## src/power_mode_pkg.sv

```systemverilog
// Package for the power mode and wake-up controller.
// Assumes a single 10 MHz system clock and an AXI4-Lite register bus.
package power_mode_pkg;

   // System clock rate and reset delay time
   localparam int unsigned CLK_HZ            = 10_000_000;
   localparam int unsigned RESET_DELAY_MS    = 50;
   localparam int unsigned RESET_DELAY_CYC   =
      (RESET_DELAY_MS * (CLK_HZ / 1000) < 1) ? 1 :
      RESET_DELAY_MS * (CLK_HZ / 1000);

   // Oscillator start-up delays in system clocks
   localparam int unsigned SHORT_STARTUP_CYC = 2;
   localparam int unsigned LONG_STARTUP_CYC  = 128;

   // Register byte offsets
   localparam logic [7:0] CTRL_ZERO_OFS  = 8'h00;
   localparam logic [7:0] CTRL_TWO_OFS   = 8'h04;
   localparam logic [7:0] CTRL_FOUR_OFS  = 8'h08;
   localparam logic [7:0] STATUS_OFS     = 8'h0C;
   localparam logic [7:0] WAKE_EN_OFS    = 8'h10;
   localparam logic [7:0] CONFIG_OFS     = 8'h14;

   // Field positions
   localparam int unsigned SRC_SEL_BIT   = 0;
   localparam int unsigned KEEPALIVE_BIT = 0;
   localparam int unsigned XTAL_PWR_BIT  = 4;
   localparam int unsigned PDF_BIT       = 0;
   localparam int unsigned TO_BIT        = 1;
   localparam int unsigned MODE_LSB      = 4;

   // Values after reset
   localparam logic       SRC_SEL_RST    = 1'b0;
   localparam logic       KEEPALIVE_RST  = 1'b1;
   localparam logic       XTAL_PWR_RST   = 1'b0;
   localparam logic [7:0] WAKE_EN_RST    = 8'h00;
   localparam logic [3:0] CONFIG_RST     = 4'h0;

   // AXI responses
   localparam logic [1:0] RESP_OKAY      = 2'h0;
   localparam logic [1:0] RESP_SLVERR    = 2'h2;

   // Configuration options held in the config register
   typedef struct packed {
      logic hs_is_crystal;   // High-speed osc is a crystal
      logic sub_from_rc;     // Sub clock taken from low-speed RC
      logic wdt_en;          // Watchdog enabled
      logic lvr_en;          // Low-voltage reset enabled
   } pwr_cfg_t;

   // Operating state, one-hot
   typedef enum logic [3:0] {
      ST_RUN    = 4'h1,
      ST_HALT   = 4'h2,
      ST_WAKE   = 4'h4,
      ST_POR    = 4'h8
   } pwr_state_t;

   // Cause of the last wake-up
   typedef enum logic [1:0] {
      WK_RESUME = 2'h0,
      WK_INTR   = 2'h1,
      WK_WDT    = 2'h2,
      WK_POR    = 2'h3
   } wake_cause_t;

endpackage

```

## src/power_mode_ctrl.sv

```systemverilog
// Power mode and wake-up controller with AXI4-Lite register access.
// Assumes halt, clear-watchdog, interrupt and watchdog inputs come from
// logic on clk; the port A pins are asynchronous and are synchronised.

// Operation
// - Power-on clears the crystal power select bit, giving quick start.
// - Setting crystal power select keeps oscillator running at low current.
// - Low-speed RC runs if LVR, watchdog or RC sub clock is enabled.
// - Watchdog RC oscillator keeps running in Idle and Sleep.
// - Source select bit picks high-speed (Normal) or crystal (Slow) clock.
// - Keep-alive bit decides if low-speed crystal runs after halt.
// - Idle and Sleep always stop the high-speed system clock.
// - Halt enters Idle with crystal running, Sleep without it.
// - Halt entry behaves the same in Normal and Slow mode.
// - Sleep stops execution and holds memory, registers and ports.
// - Halt clears the watchdog counter, which restarts from zero.
// - Halt sets the power-down flag and clears the time-out flag.
// - Wake on power-on, enabled port A fall, interrupt or watchdog.
// - Power-on wake fully resets; watchdog wake sets time-out, resets PC/SP.
// - Power-down flag cleared by power-up or clear-watchdog, set by halt.
// - Enabled port A falling edge wakes; execution resumes after halt.
// - Disabled or stack-full interrupt wake resumes after halt, stays pending.
// - Enabled interrupt with stack room gets normal response on wake; a same-cycle watchdog overflow or port A wake takes priority.
// - Interrupt already flagged at halt entry cannot wake the device.
// - Wake delay 2 clocks for RC, 128 for crystal; Slow mode by keep-alive.
// - Power-on or LVR wake adds the reset delay before start-up delay.
// - Keep-alive bit is bit 0; 0 Sleep, 1 Idle.
// - Crystal power select is bit 4; 0 quick start, 1 low power.
module power_mode_ctrl
   import power_mode_pkg::*;
#(
   parameter int unsigned NUM_IRQ       = 8,
   parameter int unsigned RESET_DLY_CYC = RESET_DELAY_CYC
)
(
   input  wire logic               clk,
   input  wire logic               rst_n,
   input  wire logic               clk_en,
   // AXI4-Lite slave
   input  wire logic [7:0]         s_axi_awaddr,
   input  wire logic               s_axi_awvalid,
   output logic                    s_axi_awready,
   input  wire logic [31:0]        s_axi_wdata,
   input  wire logic [3:0]         s_axi_wstrb,
   input  wire logic               s_axi_wvalid,
   output logic                    s_axi_wready,
   output logic [1:0]              s_axi_bresp,
   output logic                    s_axi_bvalid,
   input  wire logic               s_axi_bready,
   input  wire logic [7:0]         s_axi_araddr,
   input  wire logic               s_axi_arvalid,
   output logic                    s_axi_arready,
   output logic [31:0]             s_axi_rdata,
   output logic [1:0]              s_axi_rresp,
   output logic                    s_axi_rvalid,
   input  wire logic               s_axi_rready,
   // CPU core side
   input  wire logic               halt_req,
   input  wire logic               clr_wdt_req,
   input  wire logic               wdt_overflow,
   input  wire logic               lvr_event,
   input  wire logic [NUM_IRQ-1:0] irq_flag,
   input  wire logic [NUM_IRQ-1:0] irq_enable,
   input  wire logic               stack_full,
   input  wire logic [7:0]         port_a_pin,
   // Oscillator and core control
   output logic                    highspeed_osc_en,
   output logic                    lowspeed_crystal_osc_en,
   output logic                    lowspeed_xtal_power_sel,
   output logic                    lowspeed_rc_osc_en,
   output logic                    sysclk_source_sel,
   output logic                    cpu_hold,
   output logic                    wdt_clear,
   output logic                    resume_after_halt,
   output logic                    intr_response,
   output logic                    pc_sp_reset,
   output logic                    power_down_flag,
   output logic                    watchdog_timeout_flag
);

   // Start-up delay for a wake-up from halt
   function automatic logic [31:0] startup_cyc(input logic slow,
                                               input logic keep,
                                               input logic xtal);
      if (slow)
         startup_cyc = keep ? SHORT_STARTUP_CYC : LONG_STARTUP_CYC;
      else
         startup_cyc = xtal ? LONG_STARTUP_CYC : SHORT_STARTUP_CYC;
   endfunction

   // Reset synchroniser
   logic rst_meta_q;
   logic rst_sync_n;

   always_ff @(posedge clk or negedge rst_n)
   begin
      if (!rst_n)
      begin
         rst_meta_q <= 1'b0;
         rst_sync_n <= 1'b0;
      end
      else
      begin
         rst_meta_q <= 1'b1;
         rst_sync_n <= rst_meta_q;
      end
   end

   // Register state
   logic        src_sel_q;
   logic        keep_q;
   logic        xtal_pwr_q;
   logic [7:0]  wake_en_q;
   pwr_cfg_t    cfg_q;
   logic        pdf_q;
   logic        to_q;
   pwr_state_t  state_q;
   pwr_state_t  state_d;
   wake_cause_t cause_q;
   logic [31:0] cnt_q;
   logic [NUM_IRQ-1:0] irq_arm_q;

   // Port A synchroniser and edge history
   logic [7:0]  pa_meta_q;
   logic [7:0]  pa_sync_q;
   logic [7:0]  pa_prev_q;

   always_ff @(posedge clk or negedge rst_sync_n)
   begin
      if (!rst_sync_n)
      begin
         pa_meta_q <= 8'hFF;
         pa_sync_q <= 8'hFF;
         pa_prev_q <= 8'hFF;
      end
      else if (clk_en)
      begin
         pa_meta_q <= port_a_pin;
         pa_sync_q <= pa_meta_q;
         pa_prev_q <= pa_sync_q;
      end
   end

   // Wake sources
   wire [7:0] pa_fall  = pa_prev_q & ~pa_sync_q;
   wire       pa_wake  = |(pa_fall & wake_en_q);
   // flags set before halt are not armed
   wire [NUM_IRQ-1:0] irq_wake_v = irq_flag & irq_arm_q;
   wire       irq_wake = |irq_wake_v;
   wire       irq_serve = |(irq_wake_v & irq_enable) & ~stack_full;
   wire       in_halt  = (state_q == ST_HALT);
   wire       halt_go  = (state_q == ST_RUN) && halt_req;

   // AXI write channel
   logic        aw_have_q;
   logic        w_have_q;
   logic [7:0]  aw_addr_q;
   logic [31:0] w_data_q;
   logic [3:0]  w_strb_q;
   logic        bvalid_q;
   logic [1:0]  bresp_q;

   wire aw_take  = s_axi_awvalid && !aw_have_q && !bvalid_q;
   wire w_take   = s_axi_wvalid && !w_have_q && !bvalid_q;
   wire wr_go    = aw_have_q && w_have_q && !bvalid_q;
   wire wr_lane0 = wr_go && w_strb_q[0];
   wire wr_map   = (aw_addr_q == CTRL_ZERO_OFS) ||
                   (aw_addr_q == CTRL_TWO_OFS)  ||
                   (aw_addr_q == CTRL_FOUR_OFS) ||
                   (aw_addr_q == STATUS_OFS)    ||
                   (aw_addr_q == WAKE_EN_OFS)   ||
                   (aw_addr_q == CONFIG_OFS);
   wire [7:0] wbyte = w_data_q[7:0];

   always_ff @(posedge clk or negedge rst_sync_n)
   begin
      if (!rst_sync_n)
      begin
         aw_have_q <= 1'b0;
         w_have_q  <= 1'b0;
         aw_addr_q <= 8'h00;
         w_data_q  <= 32'h0000_0000;
         w_strb_q  <= 4'h0;
         bvalid_q  <= 1'b0;
         bresp_q   <= RESP_OKAY;
      end
      else if (clk_en)
      begin
         if (aw_take)
         begin
            aw_have_q <= 1'b1;
            aw_addr_q <= {s_axi_awaddr[7:2], 2'b00};
         end
         if (w_take)
         begin
            w_have_q <= 1'b1;
            w_data_q <= s_axi_wdata;
            w_strb_q <= s_axi_wstrb;
         end
         if (wr_go)
         begin
            aw_have_q <= 1'b0;
            w_have_q  <= 1'b0;
            bvalid_q  <= 1'b1;
            bresp_q   <= wr_map ? RESP_OKAY : RESP_SLVERR;
         end
         else if (bvalid_q && s_axi_bready)
            bvalid_q <= 1'b0;
      end
   end

   // Software-written control registers
   always_ff @(posedge clk or negedge rst_sync_n)
   begin
      if (!rst_sync_n)
      begin
         src_sel_q  <= SRC_SEL_RST;
         keep_q     <= KEEPALIVE_RST;
         xtal_pwr_q <= XTAL_PWR_RST;
         wake_en_q  <= WAKE_EN_RST;
         cfg_q      <= CONFIG_RST;
      end
      else if (clk_en && wr_lane0)
      begin
         case (aw_addr_q)
            CTRL_ZERO_OFS: src_sel_q  <= wbyte[SRC_SEL_BIT];
            CTRL_TWO_OFS:  keep_q     <= wbyte[KEEPALIVE_BIT];
            CTRL_FOUR_OFS: xtal_pwr_q <= wbyte[XTAL_PWR_BIT];
            WAKE_EN_OFS:   wake_en_q  <= wbyte;
            CONFIG_OFS:    cfg_q      <= wbyte[3:0];
            default:       cfg_q      <= cfg_q;
         endcase
      end
   end

   // AXI read channel
   logic        rvalid_q;
   logic [31:0] rdata_q;
   logic [1:0]  rresp_q;

   wire ar_take = s_axi_arvalid && !rvalid_q;
   wire [7:0] ar_addr = {s_axi_araddr[7:2], 2'b00};
   wire [7:0] status_byte = {state_q, 2'b00, to_q, pdf_q};
   wire [7:0] cfg_byte    = {4'h0, cfg_q};

   // Read data selection
   logic [7:0] rd_byte;
   logic       rd_ok;

   always_comb
   begin
      rd_ok   = 1'b1;
      rd_byte = 8'h00;
      case (ar_addr)
         CTRL_ZERO_OFS: rd_byte[SRC_SEL_BIT]   = src_sel_q;
         CTRL_TWO_OFS:  rd_byte[KEEPALIVE_BIT] = keep_q;
         CTRL_FOUR_OFS: rd_byte[XTAL_PWR_BIT]  = xtal_pwr_q;
         STATUS_OFS:    rd_byte = status_byte;
         WAKE_EN_OFS:   rd_byte = wake_en_q;
         CONFIG_OFS:    rd_byte = cfg_byte;
         default:       rd_ok   = 1'b0;
      endcase
   end

   always_ff @(posedge clk or negedge rst_sync_n)
   begin
      if (!rst_sync_n)
      begin
         rvalid_q <= 1'b0;
         rdata_q  <= 32'h0000_0000;
         rresp_q  <= RESP_OKAY;
      end
      else if (clk_en)
      begin
         if (ar_take)
         begin
            rvalid_q <= 1'b1;
            rdata_q  <= {24'h00_0000, rd_byte};
            rresp_q  <= rd_ok ? RESP_OKAY : RESP_SLVERR;
         end
         else if (rvalid_q && s_axi_rready)
            rvalid_q <= 1'b0;
      end
   end

   // Mode sequencer next state
   wire cnt_done = (cnt_q <= 32'd1);

   always_comb
   begin
      state_d = state_q;
      case (state_q)
         ST_RUN:  if (halt_req) state_d = ST_HALT;
         ST_HALT: if (wdt_overflow || pa_wake || irq_wake)
                     state_d = ST_WAKE;
         ST_WAKE: if (cnt_done) state_d = ST_RUN;
         ST_POR:  if (cnt_done) state_d = ST_WAKE;
         default: state_d = ST_POR;
      endcase
      if (lvr_event)
         state_d = ST_POR;
   end

   // Sequencer, delay counter and wake cause
   always_ff @(posedge clk or negedge rst_sync_n)
   begin
      if (!rst_sync_n)
      begin
         state_q   <= ST_POR;
         cnt_q     <= RESET_DLY_CYC;
         cause_q   <= WK_POR;
         irq_arm_q <= '0;
      end
      else if (clk_en)
      begin
         state_q <= state_d;
         if (cnt_q != 32'd0)
            cnt_q <= cnt_q - 32'd1;
         if (lvr_event)
         begin
            cnt_q   <= RESET_DLY_CYC;
            cause_q <= WK_POR;
         end
         else if (state_d == ST_WAKE && state_q != ST_WAKE)
            // start-up delay by oscillator and mode
            cnt_q <= startup_cyc(src_sel_q, keep_q, cfg_q.hs_is_crystal);
         // arm only interrupts idle at halt
         if (halt_go)
            irq_arm_q <= ~irq_flag;
         if (in_halt && state_d == ST_WAKE)
         begin
            if (wdt_overflow)
               cause_q <= WK_WDT;
            else if (!pa_wake && irq_serve)
               cause_q <= WK_INTR;
            else
               cause_q <= WK_RESUME;
         end
      end
   end

   // Status flags
   always_ff @(posedge clk or negedge rst_sync_n)
   begin
      if (!rst_sync_n)
      begin
         pdf_q <= 1'b0;
         to_q  <= 1'b0;
      end
      else if (clk_en)
      begin
         // set by halt, cleared by clear-watchdog
         if (halt_go)
            pdf_q <= 1'b1;
         else if (clr_wdt_req)
            pdf_q <= 1'b0;
         // overflow sets time-out, set beats clear
         if (wdt_overflow)
            to_q <= 1'b1;
         else if (halt_go)
            to_q <= 1'b0;
      end
   end

   // Oscillator controls and core strobes
   wire running = (state_q == ST_RUN) || (state_q == ST_WAKE);
   wire resume  = (state_q == ST_WAKE) && cnt_done;

   always_ff @(posedge clk or negedge rst_sync_n)
   begin
      if (!rst_sync_n)
      begin
         highspeed_osc_en        <= 1'b1;
         lowspeed_crystal_osc_en <= 1'b1;
         lowspeed_rc_osc_en      <= 1'b0;
         cpu_hold                <= 1'b1;
         wdt_clear               <= 1'b0;
         resume_after_halt       <= 1'b0;
         intr_response           <= 1'b0;
         pc_sp_reset             <= 1'b0;
      end
      else if (clk_en)
      begin
         // high-speed clock off in Idle/Sleep and Slow
         highspeed_osc_en <= (running || state_q == ST_POR) && !src_sel_q;
         // crystal kept alive on halt by keep-alive
         lowspeed_crystal_osc_en <= !in_halt || keep_q;
         lowspeed_rc_osc_en <= cfg_q.lvr_en | cfg_q.wdt_en |
                               cfg_q.sub_from_rc;
         // core held from halt until resume
         cpu_hold <= (state_d != ST_RUN);
         wdt_clear <= halt_go || clr_wdt_req;
         // port and unserved wakes resume after halt
         resume_after_halt <= resume && (cause_q == WK_RESUME);
         intr_response     <= resume && (cause_q == WK_INTR);
         pc_sp_reset       <= resume && (cause_q == WK_WDT);
      end
   end

   // Registered outputs
   assign lowspeed_xtal_power_sel = xtal_pwr_q; // low current
   assign sysclk_source_sel       = src_sel_q;
   assign power_down_flag         = pdf_q;
   assign watchdog_timeout_flag   = to_q;
   assign s_axi_awready = !aw_have_q && !bvalid_q;
   assign s_axi_wready  = !w_have_q && !bvalid_q;
   assign s_axi_bvalid  = bvalid_q;
   assign s_axi_bresp   = bresp_q;
   assign s_axi_arready = !rvalid_q;
   assign s_axi_rvalid  = rvalid_q;
   assign s_axi_rdata   = rdata_q;
   assign s_axi_rresp   = rresp_q;

endmodule

```

## config.mk

```make
export PLATFORM = sky130hd
export DESIGN_NAME = power_mode_ctrl
export DESIGN_NICKNAME = d
export VERILOG_FILES = /design/src/power_mode_pkg.sv /design/src/power_mode_ctrl.sv
export SDC_FILE = /design/constraint.sdc
export NUM_CORES = 1
export LEC_CHECK = 0
export ABC_AREA = 1
export BUFFER_PORTS_ARGS = -buffer_cell sky130_fd_sc_hd__buf_2
export CORE_MARGIN = 10
export CORE_UTILIZATION = 38
export DETAILED_ROUTE_END_ITERATION = 8
export PLACE_DENSITY = 0.71
export SLEW_MARGIN = 20
export SYNTH_ARGS = -nofsm -noshare
export SYNTH_HDL_FRONTEND = slang
export SYNTH_SLANG_ARGS = --single-unit
```

## constraint.sdc

```tcl
create_clock -name clk -period 3.8 [get_ports clk]
set_clock_uncertainty 0.1 [all_clocks]
set_input_delay 0.19 -clock clk [delete_from_list [all_inputs] [get_ports clk]]
set_output_delay 0.19 -clock clk [all_outputs]
set_load 0.01 [all_outputs]
```

## After elaboration in Yosys (flattened, before gate mapping)

Cells that the tools add are included.

| word-level totals | value |
|---|---|
| bits in registers | 128 |
| input port bits | 89 |
| logic and storage cells | 177 |

| cells by class | value |
|---|---|
| add/subtract/negate cells | 1 |
| order comparisons | 1 |
| equal/unequal tests | 19 |
| mux-type cells | 35 |
| bitwise operators | 10 |
| reduce and logical (&&, ||, !) cells | 74 |

Operators by type and width:

| operator | number |
|---|---|
| $mux 32 | 3 |
| $reduce_and 2->1 | 18 |
| $and 8x8->8 | 4 |
| $le 32x1->1 const B | 1 |
| $reduce_bool 32->1 | 1 |
| $sub 32x1->32 const B | 1 |
| $eq 6x2->1 const B | 4 |
| $eq 6x3->1 const B | 4 |
| $mux 8 | 3 |
| $reduce_or 8->1 | 3 |
| $logic_and 1x1->1 | 22 |
| $mux 4 | 5 |
| $logic_not 8->1 | 2 |
| $not 8->8 | 2 |
| $pmux 4 s4 | 1 |
| $mux 1 | 14 |
| $reduce_bool 2->1 | 7 |
| $eq 6x1->1 const B | 2 |
| $logic_or 1x1->1 | 11 |
| $mux 2 | 5 |
| $pmux 3 s3 | 1 |
| $eq 4x3->1 const B | 2 |
| $logic_not 1->1 | 7 |
| $pmux 3 s2 | 1 |
| 15 further kinds | 16 |

## Logic depth before layout (Yosys ltp)

Gate-level depths: netlist of the first run.

| depth | value |
|---|---|
| word-level depth | 13 |
| depth in mapped cells | 14 |
| mapped depth without buffers | 13 |

## Worst setup path before layout of the first run

OpenSTA, ideal clock, no wires.

| timing path | value |
|---|---|
| path kind | register to register |
| from | reg cnt_q[0] |
| to | reg cnt_q[20] |
| library setup time | 0.118 ns |
| data arrival time | 1.810 ns |
| data required time | 3.582 ns |
| setup slack | 1.772 ns |
| stages on the path, launching flop included | 11 |
| path buffers | 0 |
| period minus slack after synthesis | 2.028 ns |
| cells stage by stage | dfrtp_1 inv_1 ha_1 nand2_2 nor2_1 nand2_1 nor2_1 nand4_1 or2_2 nand3_1 o21ai_2 |

| on the way | value |
|---|---|
| word-level cells in the longest chain between the ends | 8 |
| elaborated cells on any way between the ends | 14 |
| classes of those cells | add/sub (1); order compare (1); eq/ne (1); mux (7); reduce/logical (4) |

RTL lines:

| element | RTL line | RTL |
|---|---|---|
| from (decl) | power_mode_ctrl.sv:120 | `logic [31:0] cnt_q;` |
| from (signal assigned) | power_mode_ctrl.sv:318 | `cnt_q <= cnt_q - 32'd1;` |
| from (signal assigned) | power_mode_ctrl.sv:326 | `cnt_q <= startup_cyc(src_sel_q, keep_q, cfg_q.hs_is_crystal);` |
| $le 32x1->1 | power_mode_ctrl.sv:287 | `wire cnt_done = (cnt_q <= 32'd1);` |
| $mux 4, on equally long branches | power_mode_ctrl.sv:297, power_mode_ctrl.sv:296 |  |
| $pmux 4 s4 | power_mode_ctrl.sv:292 | `case (state_q)` |
| $mux 4 | power_mode_ctrl.sv:300 | `if (lvr_event)` |
| $eq 4x3->1 | power_mode_ctrl.sv:324 | `else if (state_d == ST_WAKE && state_q != ST_WAKE)` |
| $logic_and 1x1->1 | power_mode_ctrl.sv:324 |  |
| $reduce_bool 3->1 (no source line) or $mux 32 (tied branches) | - |  |
| $reduce_and 2->1 (no source line) or $mux 32 (tied branches) | - |  |

Parallel ways exist; a longest one is shown, timed or not. The select of a mux whose other input is x is not followed.
A chain may end at the register's enable or synchronous reset.

## Worst setup path in the final report of the first run

| timing path | value |
|---|---|
| from | reg cnt_q[0] |
| to | reg cnt_q[1] |

Same word-level chain as after synthesis.

==> impl_metrics.yaml, run 1 <==
floorplanning:
  rows: 48
  dieArea_um2: 23200
  core_um2: 17200
  io_pins: 142
  fp.dieW_um: 152
  die_y_um: 152
  initial_utilization: 0.387
synthesis:
  synth_warnings: 0
  syn_avg_cell_area_um2: 7.99
  netlist_area_um2: 6670
  synthTopCellsByArea: "dfrtp_1, dfstp_2, nand2_1, o21ai_0, inv_1"
  synthMostInstantiatedCell: "nand2_1"
  synth_edf_count: 0
  synth_top_area_cell: "dfrtp_1"
  ys.flop_type: "dfrtp_1"
  syn-instance-count: 834
  synth_top_area_frac: 0.330
  yosysUniqueCellTypes: 47
  synthTopCellsByCount: "nand2_1, dfrtp_1, inv_1, o21ai_0, nor2_1"
  synth.yosys.seq_area_share: 0.480
  ys_seq_elements: 126
  synthArstFlopShare: 1.00
clocking:
  cts_buffers: 17
  cts.sinks: 126
  cts_tree: "yes"
  postCtsSetupBuffers: 0
  cts_root_buffer: "clkbuf_16"
  clock_path_buffers: 2
  path_clk_slew_ns: 0.06
  htreeDepth: 4
  hold_buffers: 36
  clock_latency_ns: 0.42
  cts_resized: 0
power:
  power_leakage_nw: 4.01
  power_density_nw_per_um2: 537
  ir_drop_mv: 0.412
final_layout:
  drive_gt1_frac: 0.214
  antenna_cells: 0
  final_nets: 1047
  synthToLayoutAreaGrowth_pct: 22.7
global_route:
  grtUsageTotal: 0.139
  grt_max_degree: 64
  grt_pass1_vias: 5673
  grt_pass1_wl_um: 27100
  gr-total-overflow: 0
  antenna_found_initial: 0
flow_run:
  maxCapViolCount: 0
timing:
  drv_slew: 0
  fin_tns_setup_ns: 0
  max_slew_margin: 0.463
  hold_ws_ns: 0.0200
  rsz0062_at_grt: "no"
  max_freq_mhz: 357
  period_share: 0.736
  finalHoldViolCount: 0
  period_minus_slack_ns: 2.80
  worstMarginPinSlew_ns: 0.805
  setup_viol: 0
worst_setup_path:
  crit_fanout: 34
  crit_type: "reg2reg"
  reg2regPathDepth: 10
  r2r_start: "cnt_q[0]$_DFFE_PN0P_"
  start_kind: "register"
  r2r_end: "cnt_q[1]$_DFFE_PN0P_"
  crit_required_ns: 4.03
  end_kind: "register"
  endpoint: "cnt_q[1]$_DFFE_PN0P_"
  critPathLaunch: "cnt_q[0]$_DFFE_PN0P_"
  ff2ff_setup_slack_ns: 1.00
  arrival_ns: 3.03
route:
  via_per_inst: 4.84
  drc: 0
  final_antenna_net_count: 0
  vias: 5775
  wl_per_cell_um: 13.8
  wirelength_um: 16500
  drt_iter0_drc: 380
  first_pass_iters: 6
status:
  status: "finished, final reports clean"
place:
  portBuffers: 84
  dp_hpwl_um: 11300
  finalWeightedCongestion: 0.834
worst_hold_path:
  whs_path_depth: 3
  hp-class: "in2reg"
[layer usage]
metal	share of wire	track usage
met5	0	0
met2	0.50	0.238
met1	0.43	0.162
met3	0.042	0.0370
met4	0.023	0.0513
[per-stage QoR]
stage / area [µm²] / setup WS, ns / cells / power, mW / util
finish: 8180 / 1.00 / 1193 / 4.40 / 0.475
floorplan: 6760 / 1.64 / 859 / 2.35 / -
global placement: 7180 / 1.05 / 1125 / 2.58 / 0.417
global route: 8180 / 0.726 / 1193 / 4.66 / 0.475
detailed placement: 7180 / 0.946 / 1125 / 2.60 / 0.417
CTS: 8180 / 0.944 / 1193 / 4.43 / 0.475
[how the worst min path moves through the flow]
| stage | startpoint | end |
|---|---|---|
| detailed placement | rst_n | rst_meta_q$_DFF_PN0_ |
| CTS | clr_wdt_req | wdt_clear$_DFFE_PN0P_ |
| global route | clr_wdt_req | wdt_clear$_DFFE_PN0P_ |
| floorplan | rst_n | rst_meta_q$_DFF_PN0_ |
| finish | clr_wdt_req | wdt_clear$_DFFE_PN0P_ |
| global placement | rst_n | rst_meta_q$_DFF_PN0_ |
[worst max-delay path, cell delays in order (launching register included)]
cell	delay [ns]
dfrtp_1	0.39
inv_1	0.14
ha_1	0.25
nand2_2	0.12
a21oi_2	0.22
nand4_1	0.13
nand3_2	0.14
nand3_4	0.35
nand2_4	0.22
nand3_4	0.35
o21ai_0	0.30
[cells by family after synthesis]
kind of cell | Yosys count | share of synthesized area
flops | 126 | 0.480
compound gates | 129 | 0.116
fa+ha+maj | 3 | 0.00563
simple gates | 427 | 0.281
xor+xnor | 15 | 0.0197
other cells | 2 | 0.00113
buf+inv | 132 | 0.0972
[flip-flops by register name (all words and copies together), names as in the netlist, 2 cells and up]
| signal | flops |
|---|---|
| cnt_q | 32 |
| wake_en_q | 8 |
| pa_meta_q | 8 |
| pa_sync_q | 8 |
| aw_addr_q | 6 |
| pa_prev_q | 8 |
| cause_q | 2 |
| state_q | 4 |
| cfg_byte | 4 |
| irq_arm_q | 8 |
| s_axi_rdata | 8 |
| w_data_q | 8 |
[cell type report]
| cell class | instances | area (µm²) |
|---|---|---|
| clock buffer | 17 | 425 |
| tap | 225 | 282 |
| multi-input combinational | 601 | 2910 |
| inverter | 84 | 315 |
| timing repair buffer | 125 | 831 |
| sequential | 126 | 3200 |
| clock inverter | 15 | 213 |
| fill | 1644 | 9050 |
[power by group]
group	internal (mW)	switching, mW	leakage, nW
combinational	0.310	0.522	2.15
sequential	1.61	0.186	1.55
clock	1.07	0.699	0.317
total	2.99	1.41	4.01
[cell usage in the layout, fill, tap and decap left out, types with 20 or more instances in the layout]
cell,count
o21ai_0,73
nand2_1,248
dlygate4sd3_1,36
nand3_1,54
dfrtp_1,87
o21ai_2,20
buf_2,84
dfstp_2,38
nor2_1,68
conb_1,27
inv_1,78
Note: power is estimated with default switching activity, not from simulation.
==> run 2: changes to the inputs <==
PLACE_DENSITY = 0.69   (was 0.71)
clock period = 2.9 ns   (was 3.8 ns; I/O delays follow)
==> run 2 against run 1 <==
Effect of this change:
- routed wire length up 1.3%
- largest cell class unchanged
- die area unchanged
- worst hold slack better by 0.0043 ns
- sequential power up 31%
- critical path depth unchanged
- register-to-register slack worse by 0.71 ns
- sequential cell count unchanged
- global-route usage up 0.23 points
- setup slack worse by 0.71 ns
- combinational power up 32%
- maximum frequency up 7.5%
==> impl_metrics.yaml, run 2 (same netlist as run 1, synthesis figures left out) <==
timing:
  drv_slew: 0
  fin_tns_setup_ns: 0
  max_slew_margin: 0.534
  rsz0062_at_grt: "no"
  period_share: 0.898
  period_minus_slack_ns: 2.60
  setup_viol: 0
  finalHoldViolCount: 0
  worstMarginPinSlew_ns: 0.693
  max_freq_mhz: 384
power:
  clockPowerShare: 0.385
  ir_drop_mv: 0.481
  comb_power_share: 0.197
  power_density_nw_per_um2: 683
  switching_share: 0.316
  p_int_mw: 3.82
  power_mw: 5.59
  power_leakage_nw: 4.00
  sequentialPowerShare: 0.418
  p_switching_mw: 1.77
worst_setup_path:
  cp_common_cell: "nand3_2"
  r2r_end: "cnt_q[24]$_DFFE_PN0P_"
  cpMaxStageDelayCell: "dfrtp_1"
  arrival_ns: 2.84
  slowest_delay_ns: 0.40
  path_cells: "inv_1 -> ha_1 -> nand2_2 -> a21oi_2 -> nand4_1 -> nand3_2 -> nand3_4 -> nand2_4 -> nand3_2 -> o21ai_2"
  endpoint: "cnt_q[24]$_DFFE_PN0P_"
  critPathLaunch: "cnt_q[0]$_DFFE_PN0P_"
  end_kind: "register"
  start_kind: "register"
  cp_num_cells: 10
  r2r_start: "cnt_q[0]$_DFFE_PN0P_"
  ff2ff_setup_slack_ns: 0.30
  crit_type: "reg2reg"
  reg2regPathDepth: 10
  critPathTopFamily: "simple AND/OR/NAND/NOR gates"
  crit_fanout: 17
  crit_buf_inv: 1
  crit_required_ns: 3.14
place:
  finalWeightedCongestion: 0.831
  placed_area_um2: 7200
  dp_cells: 1127
  portBuffers: 84
  dp_hpwl_um: 11500
final_layout:
  drive_gt1_frac: 0.215
  largest-register: "cnt_q"
  final_nets: 1052
  largest_reg_flops: 32
  synthToLayoutAreaGrowth_pct: 22.8
  stdcell_count: 1198
  antenna_cells: 0
  final_cell_mix: "nand2_1, dfrtp_1, buf_2"
  final_area_um2: 8180
  layout_commonest_cell: "nand2_1"
global_route:
  grt_pass1_vias: 5698
  grt_pass1_wl_um: 27600
  gr-total-overflow: 0
  antenna_found_initial: 0
  grt_max_degree: 50
  grtUsageTotal: 0.141
clocking:
  cts.sinks: 126
  htreeDepth: 4
  postCtsSetupBuffers: 0
  cts_root_buffer: "clkbuf_16"
  cts_buffers: 17
  path_clk_slew_ns: 0.06
  cts_tree: "yes"
  clock_path_buffers: 2
  cts_resized: 0
  clock_latency_ns: 0.42
route:
  met3_length_um: 757
  via_per_inst: 4.79
  drt_iter0_drc: 403
  vias: 5736
  wl_per_cell_um: 13.9
  first_pass_iters: 5
  drc: 0
  met1_length_um: 7270
  final_antenna_net_count: 0
  routed-wl-met2_um: 8460
  top_layer_used: "met4"
  wirelength_um: 16700
floorplanning:
  initial_utilization: 0.387
  rows: 48
  fp.dieW_um: 152
  io_pins: 142
  dieArea_um2: 23200
  die_y_um: 152
  core_um2: 17200
status:
  status: "finished, final reports clean"
flow_run:
  maxCapViolCount: 0
worst_hold_path:
  hp-class: "in2reg"
run 2: final cells by class:
cell class                      instances  area (µm²)
Clock buffer                           19         443
Clock inverter                         13         153
Fill cell                            1672        9050
Inverter                               84         315
Multi-Input combinational cell        602        2920
Sequential cell                       126        3200
Tap cell                              225         282
Timing Repair Buffer                  129         866
run 2: worst min path at each step:
| stage | start | endpoint | cells after the start |
|---|---|---|---|
| floorplan | rst_n | rst_meta_q$_DFF_PN0_ | 0 |
| global placement | rst_n | rst_meta_q$_DFF_PN0_ | 1 |
| detailed placement | rst_n | rst_meta_q$_DFF_PN0_ | 1 |
| CTS | s_axi_awvalid | aw_addr_q[6]$_DFFE_PN0P_ | 4 |
| global route | s_axi_arvalid | s_axi_rvalid$_DFFE_PN0P_ | 4 |
| finish | s_axi_awvalid | aw_addr_q[6]$_DFFE_PN0P_ | 4 |
run 2: repair_timing:
item	in CTS	in global routing
hold buffers	38	0
hold endpoints to repair	39	0
setup endpoints to repair	0	3
run 2: power groups by stage:
stage / sequential, mW / combinational [mW] / clock, mW
global placement: 2.36 / 1.02 / 0
detailed placement: 2.36 / 1.05 / 0
global route: 2.38 / 1.28 / 2.27
CTS: 2.34 / 1.10 / 2.18
floorplan: 2.34 / 0.748 / 0
finish: 2.34 / 1.10 / 2.15
run 2: stage by stage:
step	utilization	setup WS, ns	hold slack [ns]
2_1_floorplan	-	0.736	-0.251
3_5_place_dp	0.418	0.277	-0.166
5_1_grt	0.475	0.0422	0.0634
3_3_place_gp	0.418	0.382	-0.168
6_report	0.475	0.296	0.0243
4_1_cts	0.474	0.250	0.0220
run 2: metal layers:
metal  vias up  GRT usage
met5         -          0
met4         0     0.0386
met3        16     0.0390
met2       129      0.245
met1      2695      0.166
li1       2896          -
run 2: worst register-to-register path: stages (launching register included):
cell,delay (ns)
dfrtp_1,0.40
inv_1,0.14
ha_1,0.23
nand2_2,0.11
a21oi_2,0.21
nand4_1,0.14
nand3_2,0.14
nand3_4,0.22
nand2_4,0.20
nand3_2,0.38
o21ai_2,0.27
